**config.mk**
```make
export PLATFORM = sky130hd
export DESIGN_NAME = ixru_top
export DESIGN_NICKNAME = d
export VERILOG_FILES = /design/src/hw/ixru_pkg.sv /design/src/hw/ixru_addr_sel.sv /design/src/hw/ixru_top.sv
export SDC_FILE = /design/constraint.sdc
export NUM_CORES = 1
export LEC_CHECK = 0
export BUFFER_PORTS_ARGS = -buffer_cell sky130_fd_sc_hd__clkbuf_2
export CAP_MARGIN = 20
export CELL_PAD_IN_SITES_DETAIL_PLACEMENT = 0
export CELL_PAD_IN_SITES_GLOBAL_PLACEMENT = 1
export CORE_ASPECT_RATIO = 0.5
export CORE_MARGIN = 8
export CORE_UTILIZATION = 40
export DETAILED_ROUTE_END_ITERATION = 10
export MAX_ROUTING_LAYER = met4
export PLACE_DENSITY_LB_ADDON = 0.25
export SLEW_MARGIN = 20
export SYNTH_ARGS = -nofsm -noshare
export SYNTH_HDL_FRONTEND = slang
export SYNTH_HIERARCHICAL = 1
export SYNTH_SLANG_ARGS = --single-unit
export TNS_END_PERCENT = 1
```
**constraint.sdc**
```tcl
create_clock -name clk -period 9.35 [get_ports clk]
set_clock_uncertainty 0.2 [all_clocks]
set_input_delay 1.4025 -clock clk [delete_from_list [all_inputs] [get_ports clk]]
set_output_delay 1.4025 -clock clk [all_outputs]
set_load 0.01 [all_outputs]
```
**src/hw/ixru_pkg.sv**
```systemverilog
// ixru_pkg: constants and carrier types of the index register unit.
// assumes a 12-bit address space of 4096 words and eight index registers.
package ixru_pkg;
    localparam int ADDR_W = 12;
    localparam int NUM_W = 3;
    localparam int NUM_IX = 8;
    localparam int FULL_W = ADDR_W + NUM_W;
    localparam logic [ADDR_W-1:0] ADDR_ONE = 12'h001;
    localparam logic [ADDR_W-1:0] ADDR_ZERO = 12'h000;
    localparam logic HALF_LEFT = 1'b0;
    localparam logic HALF_RIGHT = 1'b1;

    typedef enum logic [2:0] {
        IXRU_OP_NONE = 3'h0,
        IXRU_OP_LOAD = 3'h1,
        IXRU_OP_ADD_D = 3'h2,
        IXRU_OP_SUB_D = 3'h3,
        IXRU_OP_ADD_JUMP = 3'h4,
        IXRU_OP_SUB_JUMP = 3'h5,
        IXRU_OP_ADD_OVF = 3'h6,
        IXRU_OP_SUB_OVF = 3'h7
    } ixru_op_t;

    // one half of the operand word register; command field is not carried
    typedef struct packed {
        logic [ADDR_W-1:0] addr;
        logic halfSel;
    } ixru_half_t;

    typedef struct packed {
        ixru_half_t left;
        ixru_half_t right;
    } ixru_dword_t;

    // instruction as presented by the sequencer
    typedef struct packed {
        logic valid;
        ixru_op_t op;
        logic selFlag;
        logic [NUM_W-1:0] num;
        logic [ADDR_W-1:0] addr;
        logic useRight;
        logic counterOpt;
        logic [ADDR_W-1:0] nextAddr;
    } ixru_instr_t;

    typedef struct packed {
        logic done;
        logic jump;
        logic [ADDR_W-1:0] jumpTarget;
        logic [ADDR_W-1:0] jumpAddress;
        logic overflow;
        logic [ADDR_W-1:0] effAddr;
    } ixru_result_t;

    typedef struct packed {
        logic [ADDR_W-1:0] value;
        logic counter;
    } ixru_ix_t;
endpackage

```
**src/hw/ixru_addr_sel.sv**
```systemverilog
// ixru_addr_sel: instruction address field selection.
// assumes the instruction fields are stable for the cycle they are used.
`timescale 1ns/1ps
`default_nettype none
module ixru_addr_sel import ixru_pkg::*; (
    input wire logic selFlag,
    input wire logic [NUM_W-1:0] num,
    input wire logic [ADDR_W-1:0] addr,
    output logic [NUM_W-1:0] ixNum,
    output logic [FULL_W-1:0] fullAddr,
    output logic [ADDR_W-1:0] operandAddr
);
    always_comb begin
        ixNum = num;
        fullAddr = {num, addr};
        // reduced field only while select flag set, else full field wrapped
        operandAddr = selFlag ? addr : fullAddr[ADDR_W-1:0];
    end
endmodule
`default_nettype wire

```
**src/hw/ixru_top.sv**
```systemverilog
// ixru_top: index register file with loading, arithmetic, counting and loop test.
// assumes a sequencer presents one instruction as a one-cycle valid pulse, with
// the operand word register halves stable in the same cycle.
// Notes on behaviour
// - half select bit zero means left half, one means right half
// - load from left half with counter option copies its half bit to counter
// - command fields of the operand word are ignored, only addresses and half bits
// - index register chosen from the instruction's number field
// - select flag one: operand address is the reduced address field only
// - select flag zero: number field still picks register, full field wrapped to 12 bits is address
// - add-and-jump writes the sum back, then compares with left half address
// - unequal: jump to the right half address
// - equal: no jump, continue with the next sequential instruction
// - referencing a counting register increments it by one, even for a filler, except a filler reference in a cycle with a valid instruction
// - index arithmetic wraps modulo 4096
// - load without counter option leaves the counter indicator unchanged
// - add-and-jump always places next sequential address in the jump address reg
// - add-and-overflow clears overflow first, sets it on equality with chosen half
`timescale 1ns/1ps
`default_nettype none
module ixru_top import ixru_pkg::*; (
    input wire logic clk,
    input wire logic rst,
    input wire ixru_instr_t instr,
    input wire ixru_dword_t operandWord,
    input wire logic refValid,
    input wire logic [NUM_W-1:0] refNum,
    output ixru_result_t result,
    output ixru_ix_t [NUM_IX-1:0] ixView
);
    typedef struct packed {
        ixru_ix_t [NUM_IX-1:0] ix;
        ixru_result_t res;
    } ixru_state_t;

    ixru_state_t state_q;
    ixru_state_t state_d;
    logic [NUM_W-1:0] ixNum;
    logic [FULL_W-1:0] fullAddr;
    logic [ADDR_W-1:0] operandAddr;

    ixru_addr_sel addrSel (
        .selFlag(instr.selFlag),
        .num(instr.num),
        .addr(instr.addr),
        .ixNum(ixNum),
        .fullAddr(fullAddr),
        .operandAddr(operandAddr)
    );

    // pick a half of the operand word; half bit zero is left
    function automatic ixru_half_t pickHalf(input ixru_dword_t w, input logic right);
        pickHalf = (right == HALF_RIGHT) ? w.right : w.left;
    endfunction

    // 12-bit add and subtract wrap naturally at the memory size
    function automatic logic [ADDR_W-1:0] wrapAdd(input logic [ADDR_W-1:0] a,
                                                  input logic [ADDR_W-1:0] b,
                                                  input logic sub);
        wrapAdd = sub ? a - b : a + b;
    endfunction

    // loop-limit ops that decide a jump
    function automatic logic isJumpOp(input ixru_op_t op);
        isJumpOp = (op == IXRU_OP_ADD_JUMP) || (op == IXRU_OP_SUB_JUMP);
    endfunction

    // loop-limit ops that drive the overflow indicator
    function automatic logic isOvfOp(input ixru_op_t op);
        isOvfOp = (op == IXRU_OP_ADD_OVF) || (op == IXRU_OP_SUB_OVF);
    endfunction

    // ops that subtract rather than add
    function automatic logic isSubOp(input ixru_op_t op);
        isSubOp = (op == IXRU_OP_SUB_D) || (op == IXRU_OP_SUB_JUMP)
            || (op == IXRU_OP_SUB_OVF);
    endfunction

    // value of each register after its automatic count step
    logic [ADDR_W-1:0] stepped [NUM_IX];
    genvar gi;
    generate
        for (gi = 0; gi < NUM_IX; gi++) begin : g_step
            assign stepped[gi] = state_q.ix[gi].counter ?
                wrapAdd(state_q.ix[gi].value, ADDR_ONE, 1'b0) :
                state_q.ix[gi].value;
        end
    endgenerate

    always_comb begin
        ixru_half_t half;
        ixru_ix_t cur;
        logic [ADDR_W-1:0] base;
        logic [ADDR_W-1:0] sum;
        logic equal;
        half = pickHalf(operandWord, instr.useRight);
        cur = state_q.ix[ixNum];
        base = stepped[ixNum];
        sum = ADDR_ZERO;
        equal = 1'b0;
        state_d = state_q;
        state_d.res.done = 1'b0;
        state_d.res.jump = 1'b0;
        if (instr.valid) begin
            // count step lands before the op's own effect
            cur.value = base;
            state_d.res.done = 1'b1;
            state_d.res.effAddr = wrapAdd(base, operandAddr, 1'b0);
            case (instr.op)
                IXRU_OP_LOAD: begin
                    cur.value = half.addr;
                    if (instr.counterOpt) begin
                        cur.counter = half.halfSel;
                    end // else counter kept
                end
                IXRU_OP_ADD_D, IXRU_OP_SUB_D: begin
                    cur.value = wrapAdd(base, half.addr, isSubOp(instr.op));
                end
                IXRU_OP_ADD_JUMP, IXRU_OP_SUB_JUMP, IXRU_OP_ADD_OVF, IXRU_OP_SUB_OVF: begin
                    sum = wrapAdd(base, operandAddr, isSubOp(instr.op));
                    cur.value = sum;
                end
                default: begin
                end
            endcase
            if (isJumpOp(instr.op)) begin
                equal = (sum == operandWord.left.addr);
                state_d.res.jump = !equal;
                state_d.res.jumpTarget = operandWord.right.addr;
                state_d.res.jumpAddress = instr.nextAddr;
            end
            if (isOvfOp(instr.op)) begin
                state_d.res.overflow = (sum == half.addr);
            end
            state_d.ix[ixNum] = cur;
        end else if (refValid) begin
            // plain reference by another instruction, e.g. the filler
            state_d.ix[refNum].value = stepped[refNum];
        end
    end

    always_ff @(posedge clk) begin
        if (rst) begin
            state_q <= '0;
        end else begin
            state_q <= state_d;
        end
    end

    assign result = state_q.res;
    assign ixView = state_q.ix;
endmodule
`default_nettype wire

```
==> metrics.cfg, run 1 <==
[route]
ant_nets=0
drt-total-wl_um=53400
via_count=13400
avgRoutedWirePerCell_um=25.0
dr.pass1.iters=5
drc=0
via_per_inst=6.25
drt-initial-drc-count=1552

[grt]
grt_max_degree=88
grt_usage=0.281
antenna_found_initial=2
overflow=0
grt_pass1_vias=12600
grt_pass1_wl_um=79500

[floorplan]
core_um2=31400
ios=209
row_count=46
start_util=0.402
dieHeight_um=142
die-area_um2=37900
die_x_um=267

[power]
switching_share=0.393
internal-power_mw=1.21
seqPwrFrac=0.341
power_density_nw_per_um2=138
p_comb_frac=0.312
ir_drop_mv=0.132
switchingPower_uw=785
p_leak_nw=5.51
clockPowerShare=0.347

[finish]
area_growth_pct=14.1
nNetsFinal=1805
drive_gt1_frac=0.212
fillCellCount=3189
final_core_util=0.459

[synthesis]
yosysWarnings=6
syn_nets=1681
syn_area_per_cell_um2=8.06
postSynthCellCount=1569
syn_area_um2=12600

[clock_tree]
cts_buffers=17
ctsResizeCount=0
postCtsHoldBufs=0
root_buffer=clkbuf_16
clk_latency_ps=460
cts_tree=yes
clk_pin_slew_ps=70
htreeDepth=4
cts_buffer_depth=2
cts_sinks=143
postCtsSetupRepairBufs=0

[timing]
timing.setup.tns_ps=0
tightest_slew_ps=1200
slew-limit-headroom=0.182
finalSetupViolCount=0
timing_hold_violations_final=0
final.period_utilization=0.712
period_minus_slack_ps=6660
slew_violations=0
rsz0062_at_grt=no
fmax_ghz=0.150

[setup_path]
crit_top_cell=o21ai_0
cp-start-kind=primary input
reg2reg_slack_ps=3350
crit_slowest_cell=nor2_1
path_cells=clkbuf_2, inv_2, mux4_2, o21ai_0, inv_1, ha_1, fa_1, nor2b_1, o21ai_0, nand3_1, a31oi_1, xnor2_1, a21oi_1, nor2_1, a2bb2oi_1, a211oi_1
worstPathArrival_ps=6830
end_kind=flop
r2r_end=ixView[100]
timing.rr.start=ixView[13]
critical-path-max-stage-delay_ps=900
path_class=primary input to flop
required_ps=9520
critPathLaunch=instr[26]
cp_max_fo=19
endpoint=ixView[100]
r2r_cells=16

[placement]
numPortBuffers=207
place.gp.congestion=0.979
hpwl_um=40200

[worst_hold_path]
holdCritPathClass=flop to flop

[job]
cap_violations=0

[status]
status=complete, no violations

-- critical path, delay by kind of cell --
kind,cells,cell delay (ps)
fa+ha+maj,2,680
mux,1,580
xor+xnor,1,210
simple gates,3,1250
buf+inv,3,870
compound gates,6,1830
-- worst min path at each step --
stage	from	slack, ps	end	depth (start not counted)
2_1_floorplan	result[13]	280	result[13]	2
3_3_place_gp	result[21]	240	result[21]	2
3_5_place_dp	result[26]	250	result[26]	2
4_1_cts	result[26]	260	result[26]	2
5_1_grt	result[17]	280	result[17]	2
6_report	result[24]	260	result[24]	2
-- area by class of cell --
cell class	count	area (µm²)	share of cell area
multi-input combinational	1272	9160	0.634
sequential	143	2860	0.198
timing repair buffer	225	1170	0.0813
tap	432	541	0.0375
clock buffer	17	425	0.0295
clock inverter	15	143	0.00988
inverter	34	128	0.00884
antenna	1	2.50	0.000173
-- power by group through the flow --
| stage | registers (mW) | clock network, mW | logic (mW) |
|---|---|---|---|
| floorplan | 0.696 | 0 | 0.380 |
| detailed placement | 0.693 | 0 | 0.605 |
| finish | 0.680 | 0.693 | 0.622 |
| CTS | 0.679 | 0.704 | 0.607 |
| global placement | 0.692 | 0 | 0.602 |
| global route | 0.685 | 0.729 | 0.662 |
-- metrics by stage --
step	instance area, µm²	total power [mW]	std cells	setup WS [ps]	hold WS, ps
final	14400	1.99	2139	2690	259
after global routing	14400	2.08	2139	2260	277
after CTS	14400	1.99	2138	2820	259
after detailed placement	13900	1.30	2106	2360	249
after global placement	13800	1.29	2106	2360	242
after floorplan	12600	1.08	1569	3500	281
-- registers in the layout (all words and copies together) (netlist names) --
register	flops
result	39
ixView	104
-- per-layer routing --
layer | GRT usage | vias up | share of wire
li1 | - | 6050 | -
met1 | 0.366 | 6553 | 0.42
met2 | 0.435 | 689 | 0.46
met3 | 0.0669 | 83 | 0.097
met4 | 0.0737 | 0 | 0.023
met5 | - | - | 0
-- placed cells by master, fill, tap and decap left out, types with 7 or more instances in the layout --
cell / instances
mux2_2: 7
nand4_1: 27
nor2_1: 190
clkbuf_16: 17
clkbuf_2: 206
dfxtp_1: 143
and3_1: 24
nand2_1: 150
a21oi_1: 81
o32ai_1: 7
inv_1: 29
o211ai_1: 14
a221oi_1: 58
o21a_1: 8
ha_1: 43
o21ai_1: 9
nor4_1: 12
mux2i_2: 7
or3_1: 8
a211oi_1: 33
nor2b_1: 15
mux2i_1: 57
nand2b_1: 21
xnor2_1: 74
a31oi_1: 7
buf_4: 19
mux4_2: 43
xor2_1: 60
nor3_1: 96
o21ai_0: 46
nand3_1: 41
No activity file was read; power rests on OpenSTA's default activity.
==> inputs of run 2 (changes only) <==
--- a/config.mk
+++ b/config.mk
@@ -11,7 +11,7 @@
 export CELL_PAD_IN_SITES_GLOBAL_PLACEMENT = 1
 export CORE_ASPECT_RATIO = 0.5
 export CORE_MARGIN = 8
-export CORE_UTILIZATION = 40
+export CORE_UTILIZATION = 39
 export DETAILED_ROUTE_END_ITERATION = 10
 export MAX_ROUTING_LAYER = met4
 export PLACE_DENSITY_LB_ADDON = 0.25
==> constraint.sdc (replaced) <==
create_clock -name clk -period 5.7 [get_ports clk]
set_clock_uncertainty 0.2 [all_clocks]
set_input_delay 0.855 -clock clk [delete_from_list [all_inputs] [get_ports clk]]
set_output_delay 0.855 -clock clk [all_outputs]
set_load 0.01 [all_outputs]
==> run 2 against run 1 <==
Effect of this change: combinational power is 72% higher; final area rose by 3.2%; die area grew 2.3%; utilization is 0.86 points higher; routed wire length increased by 2.9%; critical path type is now flop to flop; largest cell class unchanged; highest routed layer unchanged.
==> metrics.cfg, run 2 (synthesis results as in run 1) <==
[grt]
grt_max_degree=76
use_met3=0.0645
grt-busiest-layer=met2
antenna_found_initial=0
grt_use_met2=0.425
gr-usage-met1=0.365
overflow=0
grt_pass1_vias=12700
grt_pass1_wl_um=80600
grt_usage=0.279

[floorplan]
start_util=0.397
die_x_um=271
dieHeight_um=143
row_count=46
die-area_um2=38800
ios=209
core_um2=31800

[clock_tree]
htreeDepth=4
cts_sinks=143
cts_buffers=17
cts_buffer_depth=2
root_buffer=clkbuf_16
postCtsSetupRepairBufs=0
cts_tree=yes
clk_pin_slew_ps=70
ctsResizeCount=0
clk_latency_ps=460
postCtsHoldBufs=0

[route]
dr.pass1.iters=6
ant_nets=0
drc=0
via_per_inst=6.21
drt-initial-drc-count=1638
via_count=13600
drt-total-wl_um=55000
avgRoutedWirePerCell_um=25.1

[timing]
timing.setup.tns_ps=0
slew-limit-headroom=0.213
slew_violations=0
finalSetupViolCount=0
final.period_utilization=0.919
period_minus_slack_ps=5240
fmax_ghz=0.191
timing_hold_violations_final=0
tightest_slew_ps=1160
rsz0062_at_grt=no

[finish]
largest_reg_flops=104
seq_area_um2=2860
final_cell_mix=clkbuf_2, nor2_1, nand2_1, dfxtp_1, nor3_1
area_growth_pct=17.7
drive_gt1_frac=0.233
multi_input_area_um2=9140
final_common_cell=clkbuf_2
nNetsFinal=1857
fillCellCount=3219
antenna_cells=0
final_cells=2189
final_core_util=0.468

[setup_path]
required_ps=5840
r2r_end=ixView[21]
end_kind=flop
cp-start-kind=flop
timing.rr.start=ixView[92]
path_class=flop to flop
worstPathArrival_ps=5380
reg2reg_slack_ps=460
r2r_cells=15
cp_max_fo=9

[status]
status=complete, no violations

[worst_hold_path]
holdPathStages=2
worstHoldEndpoint=result[33]
hold_start=result[33]
holdCritPathClass=flop to flop

[power]
internal-power_mw=2.20
ir_drop_mv=0.206
power.total_mw=3.48
switchingPower_mw=1.28
seqPwrFrac=0.321
power_density_nw_per_um2=234
p_leak_nw=5.80
switching_share=0.369
clockPowerShare=0.370
p_comb_frac=0.309

[placement]
dpl.cell_count=2158
hpwl_um=41600
numPortBuffers=207
place.gp.congestion=1.00

[job]
cap_violations=0

run 2: cell types whose count changed in the layout (fill, tap and decap cells not counted), sizes merged:
cell      delta
clkinv       -2
diode        -1
bufinv       +4
clkinvlp     +1
inv          -5
clkbuf       +1
buf         +52
run 2: final cells by class:
cell class / count / share of cell area
well taps: 432 / 0.0363
inverters: 34 / 0.00857
clock inverters: 13 / 0.0135
multi-input cells: 1272 / 0.614
flip-flops and latches: 143 / 0.192
repair buffers: 277 / 0.106
clock buffers: 18 / 0.0295
run 2: routing by layer:
layer / vias up / part of all wire
li1: 6158 / -
met1: 6599 / 0.43
met2: 730 / 0.44
met3: 104 / 0.097
met4: 0 / 0.033
met5: - / 0
run 2: per-stage QoR:
stage | hold slack, ps | worst slack (ps) | instance area (µm²)
CTS | 256 | 649 | 14900
floorplan | 281 | 398 | 12600
finish | 253 | 462 | 14900
global placement | 242 | 304 | 14200
global route | 273 | 344 | 14900
detailed placement | 247 | 300 | 14200
run 2: power by group through the flow:
| stage | registers (mW) | clock network [mW] | logic [mW] |
|---|---|---|---|
| final | 1.12 | 1.29 | 1.07 |
| after global routing | 1.12 | 1.34 | 1.13 |
| after CTS | 1.12 | 1.30 | 1.05 |
| after detailed placement | 1.14 | 0 | 1.04 |
| after global placement | 1.14 | 0 | 1.03 |
| after floorplan | 1.14 | 0 | 0.623 |
run 2: worst max-delay path by stage:
stage	from	end	slack (ps)	cells after the start
2_1_floorplan	instr[26]	result[12]	400	15
3_3_place_gp	instr[28]	result[37]	300	16
3_5_place_dp	instr[28]	ixView[50]	300	16
4_1_cts	ixView[91]	ixView[90]	650	16
5_1_grt	ixView[65]	ixView[51]	340	15
6_report	ixView[92]	ixView[21]	460	15
run 2: critical path, cell delays in order, from the launching register on:
cell	delay (ps)
dfxtp_1	500
ha_1	310
nand2_1	90
xor2_1	210
mux4_2	550
mux2i_1	330
ha_1	380
nor2_1	130
a2111oi_0	700
o22a_1	300
mux2_2	350
o311a_1	200
a2bb2oi_2	190
buf_4	250
nor2_1	90
a2111oi_2	310
==> inputs of run 3 (changes only) <==
--- a/config.mk
+++ b/config.mk
@@ -14,7 +14,7 @@
 export CORE_UTILIZATION = 39
 export DETAILED_ROUTE_END_ITERATION = 10
 export MAX_ROUTING_LAYER = met4
-export PLACE_DENSITY_LB_ADDON = 0.25
+export PLACE_DENSITY = 0.78
 export SLEW_MARGIN = 20
 export SYNTH_ARGS = -nofsm -noshare
 export SYNTH_HDL_FRONTEND = slang
==> run 3 against run 2 <==
Effect of this change: register-to-register slack worse by 40 ps; sequential cell count stayed put; cell count is 0.18% higher; routed wire length shrank 4.1%; clock power down 12%; first-iteration DRC count is 17% higher; utilization fell by 0.21 points; sequential share of layout area grew 0.086 points; largest cell class unchanged; highest routed layer unchanged.
==> metrics.cfg, run 3 (synthesis results as in run 1) <==
[timing]
fmax_ghz=0.189
slew_violations=0
timing.setup.tns_ps=0
slew-limit-headroom=0.188
tightest_slew_ps=1220
finalSetupViolCount=0
timing_hold_violations_final=0
rsz0062_at_grt=no
final.period_utilization=0.927
hold_slack_ps=254
period_minus_slack_ps=5280

[finish]
fillCellCount=3225
area_growth_pct=17.2
final_common_cell=clkbuf_2
antenna_cells=0
drive_gt1_frac=0.233
final_cell_mix=clkbuf_2, nor2_1, nand2_1, dfxtp_1, nor3_1
largest_reg_flops=104
nNetsFinal=1860

[setup_path]
end_kind=flop
timing.rr.start=ixView[0]
crit_slowest_cell=dfxtp_1
reg2reg_slack_ps=420
path_class=flop to flop
endpoint=ixView[51]
cp_max_fo=13
worstPathArrival_ps=5460
critical-path-max-stage-delay_ps=630
critPathLaunch=ixView[0]
r2r_end=ixView[51]
path_cells=nand3_1, nor2_1, xnor2_1, mux4_2, mux2i_1, ha_1, nand3_1, a211oi_1, a211o_1, o211ai_1, a311o_1, or3_1, mux2i_4, o21ai_4, o32ai_1
cp-start-kind=flop
r2r_cells=15
required_ps=5880
crit_top_cell=nand3_1

[clock_tree]
root_buffer=clkbuf_16
clk_latency_ps=470
cts_buffers=17
clk_pin_slew_ps=80
postCtsSetupRepairBufs=0
cts_tree=yes
postCtsHoldBufs=0
ctsResizeCount=0
cts_sinks=143
cts_buffer_depth=2
htreeDepth=4

[grt]
antenna_found_initial=0
grt_max_degree=85
grt_pass1_wl_um=78300
overflow=0
grt_usage=0.269
grt_pass1_vias=12500

[route]
via_per_inst=6.14
drt-initial-drc-count=1920
dr.pass1.iters=5
drc=0
avgRoutedWirePerCell_um=24.0
drt-total-wl_um=52700
via_count=13500
ant_nets=0

[power]
p_leak_nw=5.79
power_density_nw_per_um2=223
ir_drop_mv=0.193

[floorplan]
die_x_um=271
ios=209
die-area_um2=38800
dieHeight_um=143
start_util=0.397
core_um2=31800
row_count=46

[worst_hold_path]
holdCritPathClass=flop to flop
hold_start=result[18]

[placement]
numPortBuffers=207
hpwl_um=39800
place.gp.congestion=1.01

[status]
status=complete, no violations

[job]
cap_violations=0

run 3: where the power goes:
group | total [mW] | leakage [nW] | switching, mW | internal [mW]
Combinational | 1.05 | 4.35 | 0.664 | 0.387
Clock | 1.14 | 0.278 | 0.530 | 0.615
Sequential | 1.11 | 1.17 | 0.0662 | 1.05
Total | 3.31 | 5.79 | 1.26 | 2.05
run 3: layout make-up:
type                       instances  area (µm²)  share of cell area
tap                              432         541              0.0365
multi-input combinational       1272        9130               0.616
inverter                          34         128             0.00861
timing repair buffer             280        1590               0.107
clock inverter                    15         154              0.0104
clock buffer                      17         425              0.0287
sequential                       143        2860               0.193
run 3: worst min path at each step:
stage / endpoint / cells past startpoint / slack [ps]
floorplan: result[13] / 2 / 280
finish: result[18] / 2 / 250
global route: result[22] / 2 / 270
global placement: result[17] / 2 / 240
CTS: result[21] / 2 / 260
detailed placement: result[21] / 2 / 250
run 3: critical path, delay by kind of cell, from the launching register on:
family,cells,cell delay [ps]
simple gates,4,960
fa+ha+maj,1,490
compound gates,6,1440
xor+xnor,1,160
flops,1,630
mux,3,1310
run 3: through the flow:
| stage | instance area [µm²] | util | cells | worst slack [ps] | power (mW) |
|---|---|---|---|---|---|
| after detailed placement | 14200 | 0.447 | 2161 | 326 | 2.16 |
| after global routing | 14800 | 0.466 | 2193 | 167 | 3.44 |
| after floorplan | 12600 | - | 1569 | 398 | 1.77 |
| after CTS | 14800 | 0.466 | 2193 | 571 | 3.29 |
| final | 14800 | 0.466 | 2193 | 417 | 3.31 |
| after global placement | 14200 | 0.447 | 2161 | 371 | 2.15 |
run 3: per-layer routing:
layer,GRT usage,vias to the layer above,routed length [µm]
met5,-,-,0
met4,0.0974,0,1840
met3,0.0728,134,5570
met2,0.408,725,23300
met1,0.345,6432,22000
li1,-,6164,-
